[src/rtl/mxc_pkg.sv]
package mxc_pkg;
    localparam logic [7:0]  CMD_SET_MAX_EXT   = 8'h37;
    localparam logic [7:0]  CMD_SET_MULTIPLE  = 8'hC6;
    localparam logic [7:0]  CMD_READ_NATIVE_X = 8'h27;
    localparam logic [47:0] LBA28_LIMIT       = 48'h00000FFFFFFF;
    localparam logic [47:0] NATIVE_MAX_RST    = 48'h0000FFFFFFFF;
    localparam logic [7:0]  BLK_SIZE_RST      = 8'h00;
    localparam int          PERSIST_BIT       = 0;
    // status and error bit positions
    localparam int          ST_BUSY_BIT       = 7;
    localparam int          ST_READY_BIT      = 6;
    localparam int          ST_FAULT_BIT      = 5;
    localparam int          ST_CORR_BIT       = 2;
    localparam int          ST_ERR_BIT        = 0;
    localparam int          ER_ABORT_BIT      = 2;
    localparam logic [7:0]  STATUS_RST        = 8'h40;
endpackage : mxc_pkg

[src/rtl/mxc_max_addr_cmds.sv]
`timescale 1ns/100ps
`default_nettype none
module mxc_max_addr_cmds (
    input  wire logic        i_clk_sys,        // system clock
    input  wire logic        i_rstn,           // async reset, active low
    input  wire logic        i_cmd_valid,      // one-cycle command strobe
    input  wire logic [7:0]  i_cmd_code,       // command register
    input  wire logic [7:0]  i_count_cur,      // sector count current
    input  wire logic [7:0]  i_secnum_cur,     // sector number current
    input  wire logic [7:0]  i_secnum_prev,    // sector number previous
    input  wire logic [7:0]  i_cyl_lo_cur,     // cylinder low current
    input  wire logic [7:0]  i_cyl_lo_prev,    // cylinder low previous
    input  wire logic [7:0]  i_cyl_hi_cur,     // cylinder high current
    input  wire logic [7:0]  i_cyl_hi_prev,    // cylinder high previous
    input  wire logic        i_high_byte_readback_select, // readback half
    input  wire logic        i_ext_supported,  // 37h implemented
    input  wire logic [47:0] i_native_max,     // real capacity max address
    input  wire logic        i_hpa_set_28,     // area set by 28-bit command
    input  wire logic        i_max_locked,     // locked state
    input  wire logic        i_max_frozen,     // frozen state
    input  wire logic        i_offset_mode,    // address offset mode
    input  wire logic        i_hard_reset,     // hardware reset pulse
    input  wire logic        i_acc_valid,      // media access request pulse
    input  wire logic [47:0] i_acc_lba,        // media access address
    output logic             o_acc_abort,      // access refused pulse
    output logic             o_done,           // command complete pulse
    output logic [7:0]       o_status,         // status register
    output logic [7:0]       o_error,          // error register
    output logic [7:0]       o_secnum,         // readback sector number
    output logic [7:0]       o_cyl_lo,         // readback cylinder low
    output logic [7:0]       o_cyl_hi,         // readback cylinder high
    output logic [47:0]      o_max_lba,        // current max address
    output logic             o_max_persist,    // max held across hard reset
    output logic [47:0]      o_id_words_48,    // capacity words 103:100
    output logic [27:0]      o_id_words_28,    // capacity words 61:60
    output logic             o_multi_enable,   // multi-sector enabled
    output logic [7:0]       o_block_size      // sectors per interrupt
);

    typedef struct packed {
        logic        prev_native;
        logic        nv_done;
        logic [47:0] max_lba;
        logic        persist;
        logic [47:0] id48;
        logic [27:0] id28;
        logic        multi_en;
        logic [7:0]  blk;
        logic [7:0]  status;
        logic [7:0]  error;
        logic        done;
        logic        acc_abort;
    } mxc_state_s;

    mxc_state_s  st_q;
    mxc_state_s  st_d;
    logic [47:0] req_lba;
    logic        req_over;
    logic        acc_over;
    logic        blk_ok;
    logic        ext_abort;
    logic        is_ext;
    logic        is_mult;
    logic        ext_take;

    // current bytes low, previous bytes high
    assign req_lba = {i_cyl_hi_prev, i_cyl_lo_prev, i_secnum_prev,
                      i_cyl_hi_cur, i_cyl_lo_cur, i_secnum_cur};

    mxc_range_check u_req_range (
        .i_lba   (req_lba),
        .i_limit (i_native_max),
        .o_above (req_over)
    );

    mxc_range_check u_acc_range (
        .i_lba   (i_acc_lba),
        .i_limit (st_q.max_lba),
        .o_above (acc_over)
    );

    mxc_blk_check u_blk (
        .i_count (i_count_cur),
        .o_valid (blk_ok)
    );

    assign is_ext  = i_cmd_valid && (i_cmd_code == mxc_pkg::CMD_SET_MAX_EXT);
    assign is_mult = i_cmd_valid && (i_cmd_code == mxc_pkg::CMD_SET_MULTIPLE);
    assign ext_take = is_ext && !ext_abort;

    always_comb begin
        ext_abort = !i_ext_supported || req_over || i_hpa_set_28;
        ext_abort = ext_abort || !st_q.prev_native;
        ext_abort = ext_abort || i_max_locked || i_max_frozen;
        if (i_count_cur[mxc_pkg::PERSIST_BIT]) begin
            ext_abort = ext_abort || st_q.nv_done || i_offset_mode;
        end
    end

    always_comb begin
        st_d           = st_q;
        st_d.done      = 1'b0;
        st_d.acc_abort = 1'b0;
        if (i_cmd_valid) begin
            // any command other than native read breaks the pairing
            st_d.prev_native = (i_cmd_code == mxc_pkg::CMD_READ_NATIVE_X);
            st_d.done        = is_ext || is_mult;
        end
        if (is_ext) begin
            if (ext_abort) begin
                st_d.error = 8'h00;
                st_d.error[mxc_pkg::ER_ABORT_BIT] = 1'b1;
                st_d.status = mxc_pkg::STATUS_RST;
                st_d.status[mxc_pkg::ST_ERR_BIT] = 1'b1;
            end else begin
                st_d.max_lba = req_lba;
                st_d.persist = i_count_cur[mxc_pkg::PERSIST_BIT];
                st_d.nv_done = st_q.nv_done || i_count_cur[mxc_pkg::PERSIST_BIT];
                st_d.id48    = req_lba;
                if (req_lba <= mxc_pkg::LBA28_LIMIT) begin
                    st_d.id28 = req_lba[27:0];
                end
                st_d.error  = 8'h00;
                st_d.status = mxc_pkg::STATUS_RST;
            end
        end
        if (is_mult) begin
            if (blk_ok) begin
                st_d.blk      = i_count_cur;
                st_d.multi_en = (i_count_cur != 8'h00);
                st_d.error    = 8'h00;
                st_d.status   = mxc_pkg::STATUS_RST;
            end else begin
                st_d.multi_en = 1'b0;
                st_d.blk      = 8'h00;
                st_d.error    = 8'h00;
                st_d.error[mxc_pkg::ER_ABORT_BIT] = 1'b1;
                st_d.status = mxc_pkg::STATUS_RST;
                st_d.status[mxc_pkg::ST_ERR_BIT] = 1'b1;
            end
        end
        if (i_acc_valid && acc_over) begin
            st_d.acc_abort = 1'b1;
            st_d.error     = 8'h00;
            st_d.error[mxc_pkg::ER_ABORT_BIT] = 1'b1;
            st_d.status    = mxc_pkg::STATUS_RST;
            st_d.status[mxc_pkg::ST_ERR_BIT] = 1'b1;
        end
        if (i_hard_reset) begin
            // a set accepted in the same cycle outlives the reset
            st_d.nv_done  = ext_take && i_count_cur[mxc_pkg::PERSIST_BIT];
            st_d.multi_en = 1'b0;
            st_d.blk      = mxc_pkg::BLK_SIZE_RST;
            if (!st_q.persist && !ext_take) begin
                st_d.max_lba = i_native_max;
                st_d.id48    = i_native_max;
            end
        end
    end

    always_ff @(posedge i_clk_sys or negedge i_rstn) begin
        if (!i_rstn) begin
            st_q.prev_native <= 1'b0;
            st_q.nv_done     <= 1'b0;
            st_q.max_lba     <= mxc_pkg::NATIVE_MAX_RST;
            st_q.persist     <= 1'b0;
            st_q.id48        <= mxc_pkg::NATIVE_MAX_RST;
            st_q.id28        <= mxc_pkg::LBA28_LIMIT[27:0];
            st_q.multi_en    <= 1'b0;
            st_q.blk         <= mxc_pkg::BLK_SIZE_RST;
            st_q.status      <= mxc_pkg::STATUS_RST;
            st_q.error       <= 8'h00;
            st_q.done        <= 1'b0;
            st_q.acc_abort   <= 1'b0;
        end else begin
            st_q <= st_d;
        end
    end

    // readback halves chosen by select
    always_comb begin
        if (i_high_byte_readback_select) begin
            o_secnum = st_q.max_lba[31:24];
            o_cyl_lo = st_q.max_lba[39:32];
            o_cyl_hi = st_q.max_lba[47:40];
        end else begin
            o_secnum = st_q.max_lba[7:0];
            o_cyl_lo = st_q.max_lba[15:8];
            o_cyl_hi = st_q.max_lba[23:16];
        end
    end

    assign o_acc_abort    = st_q.acc_abort;
    assign o_done         = st_q.done;
    assign o_status       = st_q.status;
    assign o_error        = st_q.error;
    assign o_max_lba      = st_q.max_lba;
    assign o_max_persist  = st_q.persist;
    assign o_id_words_48  = st_q.id48;
    assign o_id_words_28  = st_q.id28;
    assign o_multi_enable = st_q.multi_en;
    assign o_block_size   = st_q.blk;

    property p_ext_pair;
        @(posedge i_clk_sys) disable iff (!i_rstn)
        (is_ext && !st_q.prev_native) |=> o_error[mxc_pkg::ER_ABORT_BIT];
    endproperty
    a_ext_pair: assert property (p_ext_pair) else $error("unpaired set not aborted");

    property p_acc_abort;
        @(posedge i_clk_sys) disable iff (!i_rstn)
        (i_acc_valid && (i_acc_lba > st_q.max_lba)) |=> o_acc_abort;
    endproperty
    a_acc_abort: assert property (p_acc_abort) else $error("access above max kept");

    property p_id28_keep;
        @(posedge i_clk_sys) disable iff (!i_rstn)
        (is_ext && !ext_abort && req_lba > mxc_pkg::LBA28_LIMIT)
            |=> (o_id_words_28 == $past(o_id_words_28)) && (o_id_words_48 == $past(req_lba));
    endproperty
    a_id28_keep: assert property (p_id28_keep) else $error("28-bit words changed");

    property p_frozen;
        @(posedge i_clk_sys) disable iff (!i_rstn)
        (is_ext && i_max_frozen) |=> (o_max_lba == $past(o_max_lba)) && o_status[0];
    endproperty
    a_frozen: assert property (p_frozen) else $error("frozen set accepted");

    property p_nv_twice;
        @(posedge i_clk_sys) disable iff (!i_rstn)
        (is_ext && st_q.nv_done && i_count_cur[0]) |=> o_error[mxc_pkg::ER_ABORT_BIT];
    endproperty
    a_nv_twice: assert property (p_nv_twice) else $error("second persistent set taken");

    property p_blk_bad;
        @(posedge i_clk_sys) disable iff (!i_rstn)
        (is_mult && !blk_ok) |=> !o_multi_enable && o_error[mxc_pkg::ER_ABORT_BIT];
    endproperty
    a_blk_bad: assert property (p_blk_bad) else $error("bad size not aborted");

    property p_blk_zero;
        @(posedge i_clk_sys) disable iff (!i_rstn)
        (is_mult && i_count_cur == 8'h00) |=> !o_multi_enable;
    endproperty
    a_blk_zero: assert property (p_blk_zero) else $error("zero size enabled");

    property p_abort_status;
        @(posedge i_clk_sys) disable iff (!i_rstn)
        (o_done && o_error[mxc_pkg::ER_ABORT_BIT])
            |-> o_status[0] && !o_status[7] && !o_status[5] && !o_status[2];
    endproperty
    a_abort_status: assert property (p_abort_status) else $error("abort status wrong");

    property p_ext_take;
        @(posedge i_clk_sys) disable iff (!i_rstn)
        (ext_take && !i_hard_reset) |=> o_done && (o_max_lba == $past(req_lba));
    endproperty
    a_ext_take: assert property (p_ext_take) else $error("set not applied");

    property p_id28_update;
        @(posedge i_clk_sys) disable iff (!i_rstn)
        (ext_take && !i_hard_reset && req_lba <= mxc_pkg::LBA28_LIMIT)
            |=> (o_id_words_28 == $past(req_lba[27:0])) && (o_id_words_48 == $past(req_lba));
    endproperty
    a_id28_update: assert property (p_id28_update) else $error("id28 stale");

    property p_persist_sel;
        @(posedge i_clk_sys) disable iff (!i_rstn)
        (ext_take && !i_hard_reset)
            |=> o_max_persist == $past(i_count_cur[mxc_pkg::PERSIST_BIT]);
    endproperty
    a_persist_sel: assert property (p_persist_sel) else $error("persist wrong");

    property p_over_cap;
        @(posedge i_clk_sys) disable iff (!i_rstn)
        (is_ext && (!i_ext_supported || req_over || i_hpa_set_28))
            |=> o_error[mxc_pkg::ER_ABORT_BIT] && o_status[mxc_pkg::ST_ERR_BIT];
    endproperty
    a_over_cap: assert property (p_over_cap) else $error("bad set taken");

    property p_locked;
        @(posedge i_clk_sys) disable iff (!i_rstn)
        (is_ext && i_max_locked && !i_hard_reset)
            |=> $stable(o_max_lba) && o_error[mxc_pkg::ER_ABORT_BIT];
    endproperty
    a_locked: assert property (p_locked) else $error("locked set taken");

    property p_offset_nv;
        @(posedge i_clk_sys) disable iff (!i_rstn)
        (is_ext && i_offset_mode && i_count_cur[mxc_pkg::PERSIST_BIT] && !i_hard_reset)
            |=> $stable(o_max_lba) && o_error[mxc_pkg::ER_ABORT_BIT];
    endproperty
    a_offset_nv: assert property (p_offset_nv) else $error("offset keep taken");

    property p_nv_clear;
        @(posedge i_clk_sys) disable iff (!i_rstn)
        (i_hard_reset && !ext_take) |=> !st_q.nv_done;
    endproperty
    a_nv_clear: assert property (p_nv_clear) else $error("once flag kept");

    property p_acc_quiet;
        @(posedge i_clk_sys) disable iff (!i_rstn)
        !(i_acc_valid && acc_over) |=> !o_acc_abort;
    endproperty
    a_acc_quiet: assert property (p_acc_quiet) else $error("access wrongly refused");

    property p_done_pulse;
        @(posedge i_clk_sys) disable iff (!i_rstn)
        !(is_ext || is_mult) |=> !o_done;
    endproperty
    a_done_pulse: assert property (p_done_pulse) else $error("stray done");

    property p_blk_take;
        @(posedge i_clk_sys) disable iff (!i_rstn)
        (is_mult && blk_ok && !i_hard_reset) |=> (o_block_size == $past(i_count_cur))
            && (o_multi_enable == ($past(i_count_cur) != 8'h00));
    endproperty
    a_blk_take: assert property (p_blk_take) else $error("size not taken");

    property p_blk_hold;
        @(posedge i_clk_sys) disable iff (!i_rstn)
        (!is_mult && !i_hard_reset) |=> $stable(o_block_size) && $stable(o_multi_enable);
    endproperty
    a_blk_hold: assert property (p_blk_hold) else $error("size lost");

    property p_ext_refuse;
        @(posedge i_clk_sys) disable iff (!i_rstn)
        (is_ext && ext_abort && !i_hard_reset)
            |=> $stable(o_max_lba) && $stable(o_id_words_48) && $stable(o_max_persist);
    endproperty
    a_ext_refuse: assert property (p_ext_refuse) else $error("refused set applied");

endmodule : mxc_max_addr_cmds
`default_nettype wire

[src/rtl/mxc_blk_check.sv]
`timescale 1ns/100ps
`default_nettype none
module mxc_blk_check (
    input  wire logic [7:0] i_count,  // requested block size
    output logic            o_valid   // size is one of 0,1,2,4,8,16
);
    always_comb begin
        unique case (i_count)
            8'h00, 8'h01, 8'h02, 8'h04, 8'h08, 8'h10: o_valid = 1'b1;
            default:                                   o_valid = 1'b0;
        endcase
    end
endmodule : mxc_blk_check
`default_nettype wire

[src/rtl/mxc_range_check.sv]
`timescale 1ns/100ps
`default_nettype none
module mxc_range_check (
    input  wire logic [47:0] i_lba,    // address under test
    input  wire logic [47:0] i_limit,  // highest permitted address
    output logic             o_above   // address exceeds limit
);
    assign o_above = (i_lba > i_limit);
endmodule : mxc_range_check
`default_nettype wire

[config.mk]
export PLATFORM = sky130hd
export DESIGN_NAME = mxc_max_addr_cmds
export DESIGN_NICKNAME = d
export VERILOG_FILES = /design/src/rtl/mxc_pkg.sv /design/src/rtl/mxc_max_addr_cmds.sv /design/src/rtl/mxc_blk_check.sv /design/src/rtl/mxc_range_check.sv
export SDC_FILE = /design/constraint.sdc
export NUM_CORES = 1
export LEC_CHECK = 0
export BUFFER_PORTS_ARGS = -buffer_cell sky130_fd_sc_hd__buf_2
export CAP_MARGIN = 0
export CORE_ASPECT_RATIO = 1.25
export CORE_MARGIN = 1
export CORE_UTILIZATION = 40
export DETAILED_ROUTE_END_ITERATION = 8
export PLACE_DENSITY = 0.66
export SLEW_MARGIN = 20
export SYNTH_ARGS = -nofsm -noshare
export SYNTH_HDL_FRONTEND = slang
export SYNTH_HIERARCHICAL = 1
export SYNTH_SLANG_ARGS = --single-unit
[constraint.sdc]
create_clock -name i_clk_sys -period 3.1 [get_ports i_clk_sys]
set_clock_uncertainty 0.2 [all_clocks]
set_input_delay 0.155 -clock i_clk_sys [delete_from_list [all_inputs] [get_ports i_clk_sys]]
set_output_delay 0.155 -clock i_clk_sys [all_outputs]
set_load 0.02 [all_outputs]
==> Word-level counts from Yosys, hierarchy flattened <==
Cells that the tools add are included.
W data, S select, Z words.
{ "totals": {"regBits": 154} }
{ "op_classes": {"n_eq_ne": 9, "mux": 20, "order_cmp": 3, "n_reduce_logical": 29, "n_bitwise": 1} }
{ "ops": {"columns": ["operator", "count"], "rows": [
  ["$mux W126", 2],
  ["$mux W48", 3],
  ["$gt A48 B48 Y1", 2],
  ["$mux W25", 2],
  ["$mux W49", 1],
  ["$le A48 B28 Y1 const B", 1],
  ["$mux W16", 2],
  ["$mux W28", 1],
  ["$mux W8", 3],
  ["$mux W9", 2],
  ["$eq A8 B6 Y1 const B", 2],
  ["$logic_or A1 B1 Y1", 9],
  ["$eq A8 B1 Y1 const B", 1],
  ["$eq A8 B2 Y1 const B", 1],
  ["$eq A8 B3 Y1 const B", 1],
  ["$eq A8 B4 Y1 const B", 1],
  ["$eq A8 B5 Y1 const B", 1],
  ["$eq A8 B8 Y1 const B", 1],
  ["$logic_not A8 Y1", 1],
  ["$reduce_bool A8 Y1", 1],
  ["$logic_and A1 B1 Y1", 6],
  ["$reduce_or A6 Y1", 1],
  ["$logic_not A1 Y1", 5],
  ["$mux W1", 4],
  ["6 further kinds", 8]
]} }

==> Logic depth before layout (Yosys ltp) <==
{ "depth": {"ltp_word": 15, "depth_mapped": 15} }

==> By module <==
The synthesis kept the hierarchy.
{ "modules_own_cells": {"columns": ["module", "cells_each", "seq_area_each_um2", "area_each_um2", "n_inst"], "rows": [
  ["mxc_max_addr_cmds", 778, 3593.4, 7903.8, 1],
  ["mxc_range_check", 170, 0.0, 1237.4, 2],
  ["mxc_blk_check", 4, 0.0, 43.8, 1]
]} }

==> Least setup slack after synthesis <==
No wires, ideal clock.
{ "synth_timing": {"path_type": "input port to flip-flop", "startpoint": "input i_native_max[46]", "endpoint": "register st_q (netlist bit o_id_words_28[0])", "path_stages": 13, "t_arrival_ns": 2.895, "n_path_buf": 2, "path_slack_ns": -0.078, "cell_sequence": "inv_1 -> ha_1 -> nand4_1 -> nor4_1 -> nand2_1 -> nor4_1 -> a2bb2oi_1 -> nor4b_2 -> nand4_1 -> or4_1 -> buf_6 -> buf_6 -> mux2_4"} }
{ "synth_via": {"elab_chain_len": 11} }
{ "synth_rtl": {"columns": ["element", "line", "text"], "rows": [
  ["start, declared", "mxc_max_addr_cmds.sv:17", "input wire logic [47:0] i_native_max,"],
  ["$gt A48 B48 Y1 (*)", "mxc_range_check.sv:8", "assign o_above = (i_lba > i_limit);"],
  ["net req_over", "mxc_max_addr_cmds.sv:58", "logic req_over;"],
  ["$logic_or A1 B1 Y1 (*) (2 in a row)", "mxc_max_addr_cmds.sv:92", "ext_abort = !i_ext_supported || req_over || i_hpa_set_28;"],
  ["$logic_or A1 B1 Y1 (*)", "mxc_max_addr_cmds.sv:93", "ext_abort = ext_abort || !st_q.prev_native;"],
  ["$logic_or A1 B1 Y1 (*) (2 in a row)", "mxc_max_addr_cmds.sv:94", "ext_abort = ext_abort || i_max_locked || i_max_frozen;"],
  ["$logic_or A1 B1 Y1 (2 in a row)", "mxc_max_addr_cmds.sv:96", "ext_abort = ext_abort || st_q.nv_done || i_offset_mode;"],
  ["$mux W1 (*)", "mxc_max_addr_cmds.sv:95", "if (i_count_cur[mxc_pkg::PERSIST_BIT]) begin"],
  ["$not A1 Y1 (no source line) (*)", null, null],
  ["$reduce_and A3 Y1 (no source line) (*)", null, null],
  ["end signal, assigned", "mxc_max_addr_cmds.sv:176", "st_q <= st_d;"],
  ["end, declared", "mxc_max_addr_cmds.sv:55", "mxc_state_s st_q;"]
]} }
The timed path passes the listed nets; every way through them passes the cells marked *.
A chain may end at the register's enable or synchronous reset.

==> Worst setup path after layout <==
{ "layout_timing": {"startpoint": "input i_secnum_prev[6]", "endpoint": "register st_q (netlist bit o_id_words_28[10])"} }
{ "layout_via": {"elab_chain_len": 11, "elab_cells_between_ends": 12} }
{ "layout_rtl": {"columns": ["element", "line", "text"], "rows": [
  ["start, declared", "mxc_max_addr_cmds.sv:10", "input wire logic [7:0] i_secnum_prev,"],
  ["$gt A48 B48 Y1 (*)", "mxc_range_check.sv:8", null],
  ["net req_over", "mxc_max_addr_cmds.sv:58", null],
  ["$logic_or A1 B1 Y1 (*) (2 in a row)", "mxc_max_addr_cmds.sv:92", null],
  ["$logic_or A1 B1 Y1 (*)", "mxc_max_addr_cmds.sv:93", null],
  ["$logic_or A1 B1 Y1 (*) (2 in a row)", "mxc_max_addr_cmds.sv:94", null],
  ["$logic_or A1 B1 Y1 (2 in a row)", "mxc_max_addr_cmds.sv:96", null],
  ["$mux W1 (*)", "mxc_max_addr_cmds.sv:95", null],
  ["$not A1 Y1 (no source line) (*)", null, null],
  ["$reduce_and A3 Y1 (no source line) (*)", null, null]
]} }
Marks and branches as above.

==> flow_metrics.env <==
export IMPL_status="complete, but fails checks"
export IMPL_violations="setup timing"
export IMPL_seq_area_frac_synth_pct=34.5
export IMPL_synth_avg_cell_area_um2=9.29
export IMPL_worst_pin_slew_ps=857
export IMPL_via_per_inst=5.29
export IMPL_nNetsFinal=1780
export IMPL_cts_buffers=17
export IMPL_required_ps=3250
export IMPL_cap_viol_max_count=0
export IMPL_ys_types=54
export IMPL_layout_commonest_cell="buf_2"
export IMPL_synthArstFlopShare_pct=100
export IMPL_rsz0062_at_grt="yes"
export IMPL_leakage_uw=0.00698
export IMPL_final_max_slew_viol_count=0
export IMPL_via_count=9895
export IMPL_p_per_area_nw_per_um2=412
export IMPL_die_h_um=182
export IMPL_placed_cell_area_um2=12300
export IMPL_holdWs_ps=8.57
export IMPL_crit_fanout=7
export IMPL_slew_headroom_pct=42.6
export IMPL_synth_largest_area_cell="dfstp_2"
export IMPL_netlist_area_leader_share_pct=23.2
export IMPL_peakVddDrop_uv=360
export IMPL_arrival_ps=3280
export IMPL_crit_path_start_kind="input port"
export IMPL_crit_type="in -> reg"
export IMPL_dieArea_um2=26700
export IMPL_gp_congestion=0.908
export IMPL_synth_seq_cells=139
export IMPL_finalSetupViolCount=27
export IMPL_first_global_vias=9963
export IMPL_die_w_um=146
export IMPL_cts_root_buffer="clkbuf_16"
export IMPL_cts_tree="yes"
export IMPL_fmax_mhz=320
export IMPL_wl_per_cell_um=20.5
export IMPL_design_area_um2=14200
export IMPL_syn2layout_area_growth_pct=36.0
export IMPL_drtIter0Drc=431
export IMPL_boundaryPins=347
export IMPL_hold_path_class="in -> reg"
export IMPL_initial_core_util_pct=40.9
export IMPL_clk_pin_slew_ps=60
export IMPL_fillers=2230
export IMPL_yosysWarnings=6
export IMPL_grt_max_degree=65
export IMPL_synth_edf_count=0
export IMPL_clock_sinks=139
export IMPL_clock_latency_ps=430
export IMPL_grt_use_total_pct=28.5
export IMPL_mostFrequentLayoutCells="324 x buf_2, 164 x nand2_1, 114 x buf_4, 105 x dlygate4sd3_1, 96 x o211ai_1"
export IMPL_num_rows=65
export IMPL_netlist_area_um2=10400
export IMPL_grt_ovfl_total=0
export IMPL_hpwl_um=28600
export IMPL_synth_top_flop_cell="dfstp_2"
export IMPL_drt_pass1_iterations=5
export IMPL_antenna_found_initial=9
export IMPL_drc=0
export IMPL_endpoint_kind="flip-flop"
export IMPL_ctsLongestPathBuffers=2
export IMPL_setup_tns_final_ps=-410
export IMPL_core_area_um2=25500
export IMPL_grt_pass1_wl_um=57300
export IMPL_synthTopCellsByArea="dfstp_2 23%, ha_1 12%, dfrtp_1 11%, buf_4 11%, o211ai_1 6.9%"
export IMPL_hold_viol=0
export IMPL_antenna_left=0
export IMPL_fin_ws_ps=-28.3
export IMPL_period_share_pct=101
export IMPL_io_buffers=332
export IMPL_cts_setup_buffers=0
export IMPL_syn_inst=1122
export IMPL_min_period_ps=3130
export IMPL_cts_htree_levels=4
export IMPL_wirelength_um=38400
export IMPL_drive_gt1_share_pct=43.6
-- kinds of logic (layout without fill, tap and decap cells) --
group,count (synthesis),count (layout),synth area share (%)
buffers and inverters,301,693,16.4
AND/OR/NAND/NOR,245,245,11.0
adder cells (fa/ha/maj),97,97,11.6
other,2,22,0.0721
multiplexers,52,52,6.34
AO/OA/AOI/OAI,286,286,20.0
flip-flops,139,139,34.5
-- layer usage --
layer / track usage (%) / vias up / routed length, um
met5: 0 / - / 11
met3: 6.45 / 102 / 2380
li1: - / 4587 / -
met4: 14.0 / 2 / 1760
met1: 33.5 / 4770 / 15300
met2: 49.0 / 434 / 18900
-- final cells by class --
| type | count | area, um^2 | share of cell area [%] |
|---|---|---|---|
| Multi-Input combinational cell | 694 | 5310 | 37.5 |
| Timing Repair Buffer | 562 | 3860 | 27.2 |
| Inverter | 99 | 374 | 2.64 |
| Tap cell | 335 | 419 | 2.96 |
| Clock inverter | 13 | 165 | 1.16 |
| Clock buffer | 19 | 433 | 3.05 |
| Sequential cell | 139 | 3590 | 25.3 |
| Antenna cell | 8 | 20.0 | 0.141 |
-- cell usage after synthesis, types with 6 or more instances --
library cell / instances
nand2_1: 166
buf_4: 148
inv_1: 99
ha_1: 96
o211ai_1: 96
o21a_1: 94
dfstp_2: 92
clkbuf_1: 47
dfrtp_1: 47
a21oi_1: 42
mux2_2: 32
mux2_4: 20
nand4_1: 18
nand3_1: 15
nor4_1: 10
a22o_1: 9
o21ai_0: 9
nor2_1: 8
a21o_1: 6
-- stage by stage --
step                setup slack, ps  total power [uW]  instances  util [%]
finish                        -28.3              5840       1869      55.7
global route                  -96.5              6100       1866      55.7
floorplan                      13.0              3010       1134         -
global placement               -634              3550       1721      48.2
CTS                            14.2              5840       1860      55.2
detailed placement             -710              3570       1721      48.2
-- sequential cells by signal, summed over array words and instances (netlist names) --
| name | count |
|---|---|
| o_max_lba | 48 |
| o_error | 1 |
| o_multi_enable | 1 |
| o_acc_abort | 1 |
| o_max_persist | 1 |
| o_done | 1 |
| o_id_words_28 | 28 |
| st_q | 2 |
| o_block_size | 8 |
| o_id_words_48 | 48 |
-- where the power goes --
part / switching (uW) / internal, uW / total [uW]
logic: 909 / 703 / 1610
registers: 90.5 / 1990 / 2080
clock network: 877 / 1280 / 2150
-- worst paths after layout --
| check | startpoint | to | slack (ps) | depth (start not counted) |
|---|---|---|---|---|
| setup / recovery | i_secnum_prev[6] | o_id_words_28[10] | -30 | 14 |
| hold / removal | i_native_max[34] | o_max_lba[34] | 9 | 5 |
| setup reg to reg | o_max_lba[7] | o_error[2] | 160 | 10 |
| hold reg to reg | o_block_size[3] | o_block_size[3] | 310 | 1 |
| max in group asynchronous | i_rstn | o_id_words_48[9] | 1690 | 3 |
| min in group asynchronous | i_rstn | o_max_lba[35] | 80 | 2 |
-- repair_timing --
| action | in CTS | in global routing |
|---|---|---|
| gates cloned | 2 | 1 |
| endpoints found under the hold margin | 201 | 0 |
| setup endpoints to repair | 47 | 34 |
| hold buffers | 105 | 0 |
| resized for setup | 15 | 17 |
| pin swaps | 4 | 7 |
-- critical path: stages --
cell       delay (ps)
buf_2             120
ha_1              330
buf_4             150
a21oi_1           140
nand2_1            60
a21oi_1           290
buf_4             190
a41oi_2           120
a2bb2oi_2         180
nor4b_2           320
nand4_1           140
or4_4             560
clkbuf_16         220
mux2_4            290
Note: power is estimated with default switching activity, not from simulation.
